[src/hdl/pmec_defs.svh]
// Bit positions, offsets and reset values for the event control block.
// Assumes inclusion by bare name from the package and the modules.
`ifndef PMEC_DEFS_SVH
`define PMEC_DEFS_SVH

// Register offsets (word addresses on the plain register port)
`define PMEC_OFF_CTRL0      4'h0
`define PMEC_OFF_CTRL2      4'h1
`define PMEC_OFF_STATUS     4'h2
`define PMEC_OFF_MASK       4'h3
`define PMEC_OFF_STATE      4'h4
`define PMEC_OFF_CNTNEG     4'h5

// Control register 0 fields, bit 31 is the most significant bit
`define PMEC_B_FREEZE       31
`define PMEC_B_EXC_EN       26
`define PMEC_B_FRZ_ON_EV    25
`define PMEC_B_TIMEBASE_BIT_SELECT_HI     24
`define PMEC_B_TIMEBASE_BIT_SELECT_LO     23
`define PMEC_B_TB_EN        22
`define PMEC_B_THR_HI       21
`define PMEC_B_THR_LO       16
`define PMEC_B_C1_EN        15
`define PMEC_B_CJ_EN        14
`define PMEC_B_TRIGGER      13
`define PMEC_CTRL0_RST      32'h0000_0000
`define PMEC_CTRL0_WMASK    32'h8fff_e000

// Control register 2: scale select in its top bit
`define PMEC_B_SCALE        31

// Time base bit positions in little-endian numbering
`define PMEC_TB_SEL0        0
`define PMEC_TB_SEL1        8
`define PMEC_TB_SEL2        12
`define PMEC_TB_SEL3        16

// Threshold scale shifts: times 2 or times 32
`define PMEC_SHIFT_X2       1
`define PMEC_SHIFT_X32      5

// Interrupt status bits
`define PMEC_ST_EVENT       0
`define PMEC_ST_EXC         1
`define PMEC_ST_FREEZE      2
`define PMEC_ST_RELEASE     3

`endif

[src/hdl/pmec_pkg.sv]
// Types for the performance monitor event control block.
// Assumes pmec_defs.svh is on the include path.
`include "pmec_defs.svh"

package pmec_pkg;
    typedef logic [31:0] pmec_word_t;
    typedef logic [3:0]  pmec_addr_t;
    typedef logic [1:0]  pmec_timebase_bit_select_t;
endpackage

[src/hdl/pmec_thresh.sv]
// Threshold filter for duration-type first counter events.
// Assumes event duration arrives with its qualifying strobe.
`include "pmec_defs.svh"

module pmec_thresh
#(
    parameter int DUR_W = 12
)
(
    // Clock and reset
    input  wire logic             sys_clk_in,
    input  wire logic             rst_in,
    input  wire logic             clk_en_in,
    // Threshold setting
    input  wire logic [5:0]       thresh_in,
    input  wire logic             scale_sel_in,
    // Event with measured duration
    input  wire logic             ev_in,
    input  wire logic [DUR_W-1:0] dur_in,
    // Qualified event
    output logic                  ev_out
);
    import pmec_pkg::*;

    logic [DUR_W-1:0] limit;
    logic             exceeds;
    logic             ev_ff;

    // Scaled limit: 2 or 32 times the field; narrower widths would wrap
    assign limit = scale_sel_in
        ? DUR_W'({thresh_in, 5'h00})
        : DUR_W'({thresh_in, 1'h0});
    // only longer events
    assign exceeds = dur_in > limit;

    // Registered qualified event
    always_ff @(posedge sys_clk_in or posedge rst_in)
    begin
        if (rst_in)
            ev_ff <= 1'b0;
        else if (clk_en_in)
            ev_ff <= ev_in & exceeds;
    end
    assign ev_out = ev_ff;

    // scale check
    a_scaled_thresh: assert property (@(posedge sys_clk_in) disable iff
        (rst_in) clk_en_in && ev_in && scale_sel_in &&
        ({2'h0, dur_in} <= {thresh_in, 8'h00} >> 3) |=> !ev_out)
        else $error("event passed below x32 threshold");
endmodule

[src/hdl/pmec_core.sv]
// Event control for the performance monitor: freeze, trigger, exception.
// Assumes counter MSBs and time base word arrive on the processor clock.
//
// Overview of operation
// Without freeze-on-event, events never set freeze
// Freeze-on-event sets freeze on enabled event
// Trigger set: freeze-on-event treated as zero
// Selector picks time base bit 31/23/19/15
// Enabled rising selected bit signals event
// Time base event acts as enabled event
// Edge detect after selector; may glitch
// Software uses same selector on all processors
// Threshold filters duration events
// Threshold scaled by 2 or 32
// First counter negative gated by enable
// Other counters negative gated by enable
// Counter negative conditions are enabled events
// Freeze stops all counter increments
// Trigger holds others until release
// Exception raised, exception enable cleared
// Negative means most significant bit set
`include "pmec_defs.svh"

module pmec_core
#(
    parameter int NUM_OTHER = 3,
    parameter int DUR_W     = 12
)
(
    // Clock, enable and reset
    input  wire logic                 sys_clk_in,
    input  wire logic                 rst_in,
    input  wire logic                 clk_en_in,
    // Register port
    input  wire pmec_pkg::pmec_addr_t reg_addr_in,
    input  wire pmec_pkg::pmec_word_t reg_wdata_in,
    input  wire logic                 reg_wr_in,
    input  wire logic                 reg_rd_in,
    output pmec_pkg::pmec_word_t      reg_rdata_out,
    // Counter sign bits and time base
    input  wire logic                 first_msb_in,
    input  wire logic [NUM_OTHER-1:0] other_msb_in,
    input  wire logic [31:0]          timebase_lower_word_in,
    // Duration-type first counter event
    input  wire logic                 dur_ev_in,
    input  wire logic [DUR_W-1:0]     dur_in,
    // Counter gating
    output logic                      first_count_en_out,
    output logic                      other_count_en_out,
    output logic                      dur_ev_out,
    // Monitor exception and interrupt
    output logic                      monitor_exc_out,
    output logic                      irq_out
);
    import pmec_pkg::*;

    pmec_word_t ctrl0_ff;
    logic       scale_ff;
    logic [3:0] status_ff;
    logic [3:0] mask_ff;
    logic       tb_prev_ff;
    logic       exc_ff;
    pmec_word_t rdata_ff;

    logic        tb_bit;
    logic        tb_rise;
    logic        c1_neg;
    logic        cj_neg;
    logic        enabled_ev;
    logic        do_freeze;
    logic        do_release;
    logic        do_exc;
    logic        wr_ctrl0;
    logic        wr_ctrl2;
    logic        wr_mask;
    logic        rd_status;
    logic        freeze;
    logic        trigger;
    pmec_timebase_bit_select_t timebase_bit_select;
    pmec_word_t  nxt_ctrl0;
    pmec_word_t  nxt_rdata;
    logic [3:0]  nxt_status;
    logic [3:0]  events;

    // Pick one time base bit by selector code
    function automatic logic tb_pick(input pmec_timebase_bit_select_t sel,
                                     input logic [31:0] tb);
        case (sel)
            2'h0:    tb_pick = tb[`PMEC_TB_SEL0];
            2'h1:    tb_pick = tb[`PMEC_TB_SEL1];
            2'h2:    tb_pick = tb[`PMEC_TB_SEL2];
            default: tb_pick = tb[`PMEC_TB_SEL3];
        endcase
    endfunction

    // Field views of control register 0
    assign freeze  = ctrl0_ff[`PMEC_B_FREEZE];
    assign trigger = ctrl0_ff[`PMEC_B_TRIGGER];
    assign timebase_bit_select   = ctrl0_ff[`PMEC_B_TIMEBASE_BIT_SELECT_HI:`PMEC_B_TIMEBASE_BIT_SELECT_LO];

    // selector mux
    assign tb_bit = tb_pick(timebase_bit_select, timebase_lower_word_in);
    // edge after the mux, so selector changes may glitch
    // rising edge when enabled
    assign tb_rise = ctrl0_ff[`PMEC_B_TB_EN] & tb_bit & ~tb_prev_ff;

    // sign from most significant bit
    // first counter condition gate
    assign c1_neg = ctrl0_ff[`PMEC_B_C1_EN] & first_msb_in;
    // other counters condition gate
    assign cj_neg = ctrl0_ff[`PMEC_B_CJ_EN] & (|other_msb_in);

    // counter negative as event
    // time base as event
    assign enabled_ev = c1_neg | cj_neg | tb_rise;

    // freeze only with trigger clear
    // trigger masks freeze-on-event
    // no freeze path without the enable
    assign do_freeze  = enabled_ev & ctrl0_ff[`PMEC_B_FRZ_ON_EV]
                      & ~trigger;
    // release on first negative or any enabled event
    assign do_release = trigger & (first_msb_in | enabled_ev);
    // exception on enabled event
    assign do_exc     = enabled_ev & ctrl0_ff[`PMEC_B_EXC_EN];

    // Register decode
    assign wr_ctrl0  = reg_wr_in & (reg_addr_in == `PMEC_OFF_CTRL0);
    assign wr_ctrl2  = reg_wr_in & (reg_addr_in == `PMEC_OFF_CTRL2);
    assign wr_mask   = reg_wr_in & (reg_addr_in == `PMEC_OFF_MASK);
    assign rd_status = reg_rd_in & (reg_addr_in == `PMEC_OFF_STATUS);

    // Next control word: hardware updates win over software writes
    always_comb
    begin
        nxt_ctrl0 = ctrl0_ff;
        if (wr_ctrl0)
            nxt_ctrl0 = reg_wdata_in & `PMEC_CTRL0_WMASK;
        if (do_freeze)
            nxt_ctrl0[`PMEC_B_FREEZE] = 1'b1;
        if (do_release)
            nxt_ctrl0[`PMEC_B_TRIGGER] = 1'b0;
        if (do_exc)
            nxt_ctrl0[`PMEC_B_EXC_EN] = 1'b0;
    end

    // Sticky event bits; a set in the clearing read still lands
    assign events = {do_release, do_freeze, do_exc, enabled_ev};
    assign nxt_status = (rd_status ? 4'h0 : status_ff) | events;

    // Read data mux, unmapped reads return zero
    always_comb
    begin
        case (reg_addr_in)
            `PMEC_OFF_CTRL0:  nxt_rdata = ctrl0_ff;
            `PMEC_OFF_CTRL2:  nxt_rdata = {scale_ff, 31'h0};
            `PMEC_OFF_STATUS: nxt_rdata = {28'h0, status_ff};
            `PMEC_OFF_MASK:   nxt_rdata = {28'h0, mask_ff};
            `PMEC_OFF_STATE:  nxt_rdata = {29'h0, tb_prev_ff,
                                           trigger, freeze};
            `PMEC_OFF_CNTNEG: nxt_rdata = {30'h0, cj_neg, c1_neg};
            default:          nxt_rdata = 32'h0000_0000;
        endcase
    end

    // Control, status and read registers
    always_ff @(posedge sys_clk_in or posedge rst_in)
    begin
        if (rst_in)
        begin
            ctrl0_ff   <= `PMEC_CTRL0_RST;
            scale_ff   <= 1'b0;
            status_ff  <= 4'h0;
            mask_ff    <= 4'h0;
            tb_prev_ff <= 1'b0;
            exc_ff     <= 1'b0;
            rdata_ff   <= 32'h0000_0000;
        end
        else if (clk_en_in)
        begin
            ctrl0_ff   <= nxt_ctrl0;
            status_ff  <= nxt_status;
            tb_prev_ff <= tb_bit;
            exc_ff     <= do_exc;
            if (wr_ctrl2)
                scale_ff <= reg_wdata_in[`PMEC_B_SCALE];
            if (wr_mask)
                mask_ff <= reg_wdata_in[3:0];
            if (reg_rd_in)
                rdata_ff <= nxt_rdata;
        end
    end

    // freeze gates all counting
    // others held while trigger set
    assign first_count_en_out = ~freeze;
    assign other_count_en_out = ~freeze & ~trigger;
    assign monitor_exc_out    = exc_ff;
    assign reg_rdata_out      = rdata_ff;
    assign irq_out            = |(status_ff & mask_ff);

    // threshold filter on duration events
    pmec_thresh #(.DUR_W(DUR_W)) u_thresh (
        .sys_clk_in   (sys_clk_in),
        .rst_in       (rst_in),
        .clk_en_in    (clk_en_in),
        .thresh_in    (ctrl0_ff[`PMEC_B_THR_HI:`PMEC_B_THR_LO]),
        .scale_sel_in (scale_ff),
        .ev_in        (dur_ev_in),
        .dur_in       (dur_in),
        .ev_out       (dur_ev_out)
    );

    // Assertions
    a_freeze_on_event: assert property (@(posedge sys_clk_in)
        disable iff (rst_in) clk_en_in && enabled_ev && !trigger &&
        ctrl0_ff[`PMEC_B_FRZ_ON_EV] |=> freeze)
        else $error("freeze not set on enabled event");
    a_no_freeze_path: assert property (@(posedge sys_clk_in)
        disable iff (rst_in) clk_en_in && !freeze && !wr_ctrl0 &&
        !ctrl0_ff[`PMEC_B_FRZ_ON_EV] |=> !freeze)
        else $error("freeze set without freeze-on-event");
    a_trigger_masks: assert property (@(posedge sys_clk_in)
        disable iff (rst_in) clk_en_in && trigger && !freeze &&
        !wr_ctrl0 |=> !freeze)
        else $error("freeze set while trigger active");
    a_tb_event: assert property (@(posedge sys_clk_in)
        disable iff (rst_in) clk_en_in && !wr_ctrl0 &&
        ctrl0_ff[`PMEC_B_TB_EN] && ctrl0_ff[`PMEC_B_EXC_EN] &&
        $rose(tb_bit) |=> monitor_exc_out)
        else $error("time base rise gave no exception");
    a_tb_disabled: assert property (@(posedge sys_clk_in)
        disable iff (rst_in) !ctrl0_ff[`PMEC_B_TB_EN] |-> !tb_rise)
        else $error("time base event while disabled");
    a_timebase_bit_select_pick: assert property (@(posedge sys_clk_in)
        disable iff (rst_in) timebase_bit_select == 2'h3 |->
        tb_bit == timebase_lower_word_in[16])
        else $error("wrong time base bit selected");
    a_c1_gate: assert property (@(posedge sys_clk_in)
        disable iff (rst_in) first_msb_in && !ctrl0_ff[`PMEC_B_C1_EN]
        && !ctrl0_ff[`PMEC_B_CJ_EN] && !ctrl0_ff[`PMEC_B_TB_EN]
        |-> !enabled_ev)
        else $error("disabled first counter condition acted");
    a_cj_event: assert property (@(posedge sys_clk_in)
        disable iff (rst_in) clk_en_in && (|other_msb_in) &&
        ctrl0_ff[`PMEC_B_CJ_EN] |=> status_ff[`PMEC_ST_EVENT])
        else $error("other counter condition lost");
    a_release_trig: assert property (@(posedge sys_clk_in)
        disable iff (rst_in) clk_en_in && trigger && first_msb_in
        |=> other_count_en_out == !freeze)
        else $error("trigger not released");
    a_exc_clears: assert property (@(posedge sys_clk_in)
        disable iff (rst_in) clk_en_in && do_exc |=>
        !ctrl0_ff[`PMEC_B_EXC_EN] && monitor_exc_out)
        else $error("exception enable not cleared");
    a_freeze_holds: assert property (@(posedge sys_clk_in)
        disable iff (rst_in) freeze |-> !first_count_en_out &&
        !other_count_en_out)
        else $error("counting while frozen");
endmodule

[config.mk]
export PLATFORM = sky130hd
export DESIGN_NAME = pmec_core
export DESIGN_NICKNAME = d
export VERILOG_FILES = /design/src/hdl/pmec_pkg.sv /design/src/hdl/pmec_thresh.sv /design/src/hdl/pmec_core.sv
export VERILOG_INCLUDE_DIRS = /design/src /design/src/hdl
export SDC_FILE = /design/constraint.sdc
export NUM_CORES = 1
export LEC_CHECK = 0
export ABC_CLOCK_PERIOD_IN_PS = 2000
export BUFFER_PORTS_ARGS = -buffer_cell sky130_fd_sc_hd__buf_2
export CAP_MARGIN = 10
export CORE_MARGIN = 2
export CORE_UTILIZATION = 35
export CTS_BUF_LIST = sky130_fd_sc_hd__clkbuf_8
export CTS_CLUSTER_SIZE = 28
export DETAILED_ROUTE_END_ITERATION = 16
export SYNTH_ARGS = -nofsm -noshare
export SYNTH_HDL_FRONTEND = slang
export SYNTH_SLANG_ARGS = --single-unit
[constraint.sdc]
create_clock -name sys_clk_in -period 2 [get_ports sys_clk_in]
set_input_delay 0.5 -clock sys_clk_in [delete_from_list [all_inputs] [get_ports sys_clk_in]]
set_output_delay 0.5 -clock sys_clk_in [all_outputs]
set_load 0.1 [all_outputs]
==> results of run 1 <==
-- flip-flops by register name, summed over array words and instances, names as in the netlist --
signal           flops
u_thresh.ev_out      1
scale_ff             1
reg_rdata_out       20
tb_prev_ff           1
status_ff            4
ctrl0_ff            16
monitor_exc_out      1
mask_ff              4
-- worst min path at each step --
stage                startpoint                 to  slack, ps
3_5_place_dp   reg_rdata_out[0]   reg_rdata_out[0]        460
3_3_place_gp   reg_rdata_out[3]   reg_rdata_out[3]        460
2_1_floorplan      ctrl0_ff[27]  reg_rdata_out[27]        460
5_1_grt                  rst_in  reg_rdata_out[26]        200
6_report                 rst_in       ctrl0_ff[24]        180
4_1_cts                  rst_in  reg_rdata_out[26]        190
-- power by group through the flow --
stage	clock network [mW]	logic (mW)	registers, mW
after floorplan	0	0.670	1.39
final	0.585	0.981	1.27
after CTS	0.609	0.990	1.27
after global placement	0	0.976	1.28
after detailed placement	0	0.987	1.29
after global routing	0.655	1.05	1.29
-- placed cells by master (no fill, tap or decap), drive strengths merged, types with 4 or more instances in the layout --
master / instances
inv: 8
nor2: 4
a22o: 15
ha: 10
nand2: 15
mux2: 20
clkbuf: 6
conb: 12
nand2b: 4
buf: 81
dfrtp: 48
mux2i: 6
a21o: 6
-- logic make-up (layout without fill, tap and decap cells) --
logic type                 after synthesis  count (layout)  share of synthesized area [%]
AOI/OAI and AO/OA                       47              47                           15.8
adders and majority gates               10              10                           5.20
buffers and inverters                   25              95                           6.24
DFF                                     48              48                           49.9
muxes                                   27              27                           12.8
other                                    1              12                          0.156
and+or+nand+nor                         41              41                           9.93
-- layer usage --
metal / share of wire, % / vias up / global-route usage, %
li1: - / 880 / -
met3: 5.1 / 2 / 3.41
met5: 0 / - / 0
met2: 48 / 61 / 24.4
met1: 47 / 889 / 21.1
met4: 0.68 / 0 / 5.11
-- Yosys cell counts, drive strengths merged --
library cell   n  area share, %
a221oi         3            1.1
mux4           1           0.94
and3           1           0.26
o311a          1           0.42
ha            10            5.2
nor2b          3           0.78
nor3           3            1.3
nand3b         2           0.62
conb           1           0.16
or3            1           0.47
a22o          15            5.5
a21oi          3           0.62
a22oi          2           0.62
o2bb2ai        1           0.36
inv            6           0.94
o311ai         1           0.36
o31ai          1           0.31
a221o          1           0.42
a21o           6            1.9
nand2b         4            1.0
dfrtp         48             50
o41ai          2           0.73
and2           1           0.26
nand4          1           0.26
nand4b         2           0.73
a211o          2           0.73
a211oi         3           0.94
o31a           1           0.36
o211ai         1           0.31
a32oi          2           0.73
o21ai          2           0.42
nand2         15            2.3
mux2          20            9.4
mux2i          6            2.5
buf           16            4.8
or4            1           0.31
clkbuf         3           0.47
nor2           4           0.62
nand3          1           0.21
and3b          2           0.73
-- cell type report --
type,count,area share (%)
well taps,80,3.38
clock inverters,2,0.254
inverters,6,0.761
repair buffers,81,15.1
clock buffers,6,2.79
flip-flops and latches,48,40.6
multi-input cells,137,37.1
-- through the flow --
stage / total power, mW / std cells
2_1_floorplan: 2.06 / 210
3_3_place_gp: 2.26 / 352
3_5_place_dp: 2.28 / 352
4_1_cts: 2.87 / 360
5_1_grt: 3.00 / 360
6_report: 2.83 / 360
==> parameters.txt, run 1 <==
Parameter                              Value

Synthesis
  Count of cell types in the netlist    44
  Number of synthesis warnings    0
  Fraction of the yosys area taken by sequential cells    roughly half
  Synth Instances    199
  Syn_area_per_cell    12.1 µm²
  Area of the mapped netlist    2410 µm²
  Number of synthesized register bits    48

Timing
  Minimum setup slack in the final design    156 ps
  Max-slew violations    0
  Final-report setup violation count    0
  Maximum clock skew at final layout    3.36 ps
  Achievable frequency    542 MHz
  Crit path time final    ~1800 ps
  Minimum hold slack    184 ps
  Setup TNS    0 ps
  Fin. Hold Viols    0
  Crit share post-route    92.2%
  RSZ-0062 raised after global routing    false

Clock network
  Clock Path Buffers    2
  Number of buffers inserted during clock tree synthesis    5
  Sinks on the clock net    between 40 and 50
  # Post-CTS Setup Buffers    0
  Hold bufs inserted after CTS    0
  Number of gates resized after cts    0
  Clock latency on the worst-skew pair    300 ps
  CTS HTree Levels    2
  Clk pin slew, worst setup/hold paths    90 ps
  Buffer type at the clock tree root    sky130_fd_sc_hd__clkbuf_8
  Clock tree from TritonCTS    done

Critical path
  Element type at the critical path end    flip-flop
  Reg-to-Reg Start    scale_ff
  Beginning of the critical path    scale_ff
  Worst-path maximum fanout    10
  Setup slack, reg-to-reg    160 ps
  Critical path buffers and inverters    0
  CP peak stage delay    540 ps
  Slowest cell on the critical path    sky130_fd_sc_hd__dfrtp_1
  Critical path start-end classification    flip-flop to flip-flop
  Top Family by Delay on Critical Path    compound AO/OA/AOI/OAI gates
  Setup crit start kind    flip-flop
  Worst Path Required    2180 ps
  Number of logic stages on the critical path including buffering    6
  CP Data Arrival Time    a little over 2000 ps
  Cells along the critical path    nand2_1 > ha_1 > a21o_1 > a211o_1 > a211oi_1 > o2bb2ai_1
  Worst r2r dst    u_thresh.ev_out
  Length in cells of the worst reg-to-reg path    6
  End point of the critical path    u_thresh.ev_out

Worst hold path
  Path class of the lowest-slack min-delay path    primary input to async pin

Drt
  Routed wire length per instance    15.5 µm
  Drc violations    0
  Drt via density    roughly 5
  Total wire length    approximately 5600 µm
  Number of search-and-repair iterations in the first detailed-routing pass    4
  Iteration-0 DRC count of the detailed router    84
  Antenna viol nets, final    0
  Total vias in the final route    between 1,500 and 2,000

Finish
  Number of nets in the layout    roughly 380
  Final cell area excluding filler cells    around 3000 µm²
  Area used by sequential logic in the layout    around 1200 µm²
  Area of the multi-input gates    ~1100 µm²
  Filler instances    650
  Antenna cells    0
  Share of cells above drive strength 1    about two fifths
  Area growth from synthesis to layout    23.0%
  Post-route core utilization    ~44%

Global route
  Number of antenna violations at the first check in global routing    0
  Largest net degree at the start of global routing    31
  Tot GR Track Use    between 10% and 20%
  Grt ovf    0
  Number of global-route vias before repair    1,751
  Global-route wire length before repair    8850 µm

Pwr
  Ratio of total power to cell area    957 nW/µm²
  Power Internal    approximately 1.7 mW
  Switch share    about two fifths
  Fraction of power consumed by the clock network    between 20 and 25%
  Share of power burned in registers    between 40 and 50%
  Max rail drop VDD    0.000350 V
  Comb power frac    34.6%
  Psw    between 1 and 1.5 mW
  Static Leak    between 1.5 and 2 nW

Placed design
  Cell area after placement    ~2900 µm²
  Count of buffers inserted at the top-level ports    74
  Pre-CTS worst setup slack    roughly 55 ps
  HPWL reported at the end of detailed placement    4140 µm
  Routability-driven placement congestion ratio    around 0.85

Floorplanning
  Initial standard-cell utilization of the core    between 30 and 40%
  Die X-Extent    between 80 and 90 µm
  Number of placement rows    30
  Height of the chip    86.9 µm
  Core area    approximately 6700 µm²
  Die Outline Area    between 7000 and 8000 µm²
  Num ports    127

Status
  Run status    finished clean

Flow run
  Max-Cap Viols    0
Power figures use the tool's default switching activity.
==> run 2: changes to the inputs <==
Settings changed: CORE_MARGIN 2 to not set, GPL_TIMING_DRIVEN set to 0, HOLD_SLACK_MARGIN set to 0.1.
==> parameters.txt, run 2 (synthesis gave the netlist of run 1 again) <==
Parameter                              Value

Global route
  Met2 track utilization from global routing    between 20 and 30%
  Layer with the highest usage    met2
  Met3 usage in global routing    between 3 and 4%
  Largest net degree at the start of global routing    28
  Number of global-route vias before repair    between 1,500 and 2,000
  Number of antenna violations at the first check in global routing    0
  Met1 Use GR    20.9%
  Tot GR Track Use    approximately 17%
  Global-route wire length before repair    a little over 9000 µm
  Grt ovf    0

Finish
  Largest register FFs    20
  Number of nets in the layout    between 300 and 400
  Most common cell after layout, fill and taps aside    sky130_fd_sc_hd__buf_2
  Post-route core utilization    a little under half
  Filler instances    616
  Post-Layout Cell Count    about 370
  Most frequent cells in the layout    sky130_fd_sc_hd__buf_2, sky130_fd_sc_hd__dfrtp_1, sky130_fd_sc_hd__mux2_2, sky130_fd_sc_hd__nand2_1, sky130_fd_sc_hd__a22o_1
  Final cell area excluding filler cells    3020 µm²
  Antenna cells    0
  Share of cells above drive strength 1    between 40% and 50%
  Area growth from synthesis to layout    25.5%

Timing
  Fin. Hold Viols    0
  Max-slew violations    0
  Maximum clock skew at final layout    between 3 and 4 ps
  Minimum hold slack    208 ps
  Setup TNS    0 ps
  Crit share post-route    a little over nine tenths
  Crit path time final    between 1500 and 2000 ps
  RSZ-0062 raised after global routing    false
  Slew of the pin with the lowest slew margin    665 ps
  Minimum setup slack in the final design    104 ps
  Achievable frequency    ~530 MHz
  Final-report setup violation count    0
  Slew HR    between 50% and 60%

Critical path
  Critical path buffers and inverters    2
  Critical path start-end classification    primary input to flip-flop
  Worst-path maximum fanout    10
  Worst Path Required    approximately 2200 ps
  Setup crit start kind    primary input
  Element type at the critical path end    flip-flop
  Top Family by Delay on Critical Path    simple AND/OR/NAND/NOR gates
  Cells along the critical path    buf_2 > or3_4 > nor3_4 > buf_6 > mux2_2
  Slowest cell on the critical path    sky130_fd_sc_hd__nor3_4
  CP Data Arrival Time    between 2000 and 2500 ps
  CP peak stage delay    ~450 ps

Pwr
  Ratio of total power to cell area    roughly 940 nW/µm²
  Max rail drop VDD    roughly 0.00048 V
  Static Leak    approximately 1.6 nW
  Overall power after layout    approximately 2.8 mW

Drt
  Iteration-0 DRC count of the detailed router    56
  Drc violations    8
  Total wire length    between 5000 and 6000 µm
  Drt via density    5.06
  Routed wire length per instance    roughly 15 µm
  Antenna viol nets, final    0
  Number of search-and-repair iterations in the first detailed-routing pass    10
  Total vias in the final route    about 1,900

Floorplanning
  Die Outline Area    ~7200 µm²
  Initial standard-cell utilization of the core    between 30% and 40%
  Num ports    around 130
  Number of placement rows    29
  Core area    roughly 6500 µm²
  Die X-Extent    84.9 µm
  Height of the chip    84.9 µm

Worst hold path
  Path class of the lowest-slack min-delay path    primary input to async pin

Clock network
  Sinks on the clock net    48
  Clock tree from TritonCTS    done
  Buffer type at the clock tree root    sky130_fd_sc_hd__clkbuf_8
  Clock latency on the worst-skew pair    about 300 ps
  Number of gates resized after cts    0
  Hold bufs inserted after CTS    0
  CTS HTree Levels    2
  Clk pin slew, worst setup/hold paths    roughly 80 ps
  # Post-CTS Setup Buffers    0
  Clock Path Buffers    2
  Number of buffers inserted during clock tree synthesis    5

Placed design
  Placed cells    between 300 and 400
  Cell area after placement    2930 µm²
  Count of buffers inserted at the top-level ports    73
  Pre-CTS worst setup slack    -252 ps
  HPWL reported at the end of detailed placement    around 4400 µm
  Routability-driven placement congestion ratio    0.791

Status
  Run status    complete, but fails checks
  Failing checks    design-rule violations

Flow run
  Max-Cap Viols    0
run 2: changes by cell type in the layout (fill, tap and decap cells not counted):
cell                       delta
sky130_fd_sc_hd__dfrtp_1      -1
sky130_fd_sc_hd__dfrtp_2      +1
sky130_fd_sc_hd__clkbuf_1     +2
sky130_fd_sc_hd__buf_2        +2
sky130_fd_sc_hd__buf_4        +7
sky130_fd_sc_hd__buf_6        +1
sky130_fd_sc_hd__buf_12       -1
run 2: path summary, 6_finish.rpt:
path	start	end	slack, ps	cells past startpoint
setup / recovery	reg_addr_in[1]	ctrl0_ff[27]	100	5
hold / removal	rst_in	ctrl0_ff[24]	210	2
setup reg to reg	scale_ff	u_thresh.ev_out	230	6
hold reg to reg	reg_rdata_out[1]	reg_rdata_out[1]	480	2
max in group asynchronous	rst_in	scale_ff	1270	3
min in group sys_clk_in	reg_wdata_in[22]	ctrl0_ff[22]	420	2
run 2: where the power goes:
part / total, mW / switching (mW) / internal, mW
sequential: 1.27 / 0.147 / 1.12
clock: 0.585 / 0.313 / 0.272
combinational: 0.994 / 0.695 / 0.300
run 2: metal layers:
metal  up-vias  share of wire, %
met4         0              0.99
met2        59                49
met3         5               5.5
met1       895                45
met5         -                 0
li1        904                 -
run 2: cell type report:
type / instances / area (µm²) / share of cell area [%]
Sequential cell: 48 / 1200 / 39.8
Multi-Input combinational cell: 137 / 1100 / 36.4
Timing Repair Buffer: 74 / 385 / 12.8
Buffer: 18 / 124 / 4.10
Tap cell: 77 / 96.3 / 3.19
Clock buffer: 6 / 82.6 / 2.74
Inverter: 6 / 22.5 / 0.746
Clock inverter: 2 / 7.51 / 0.249
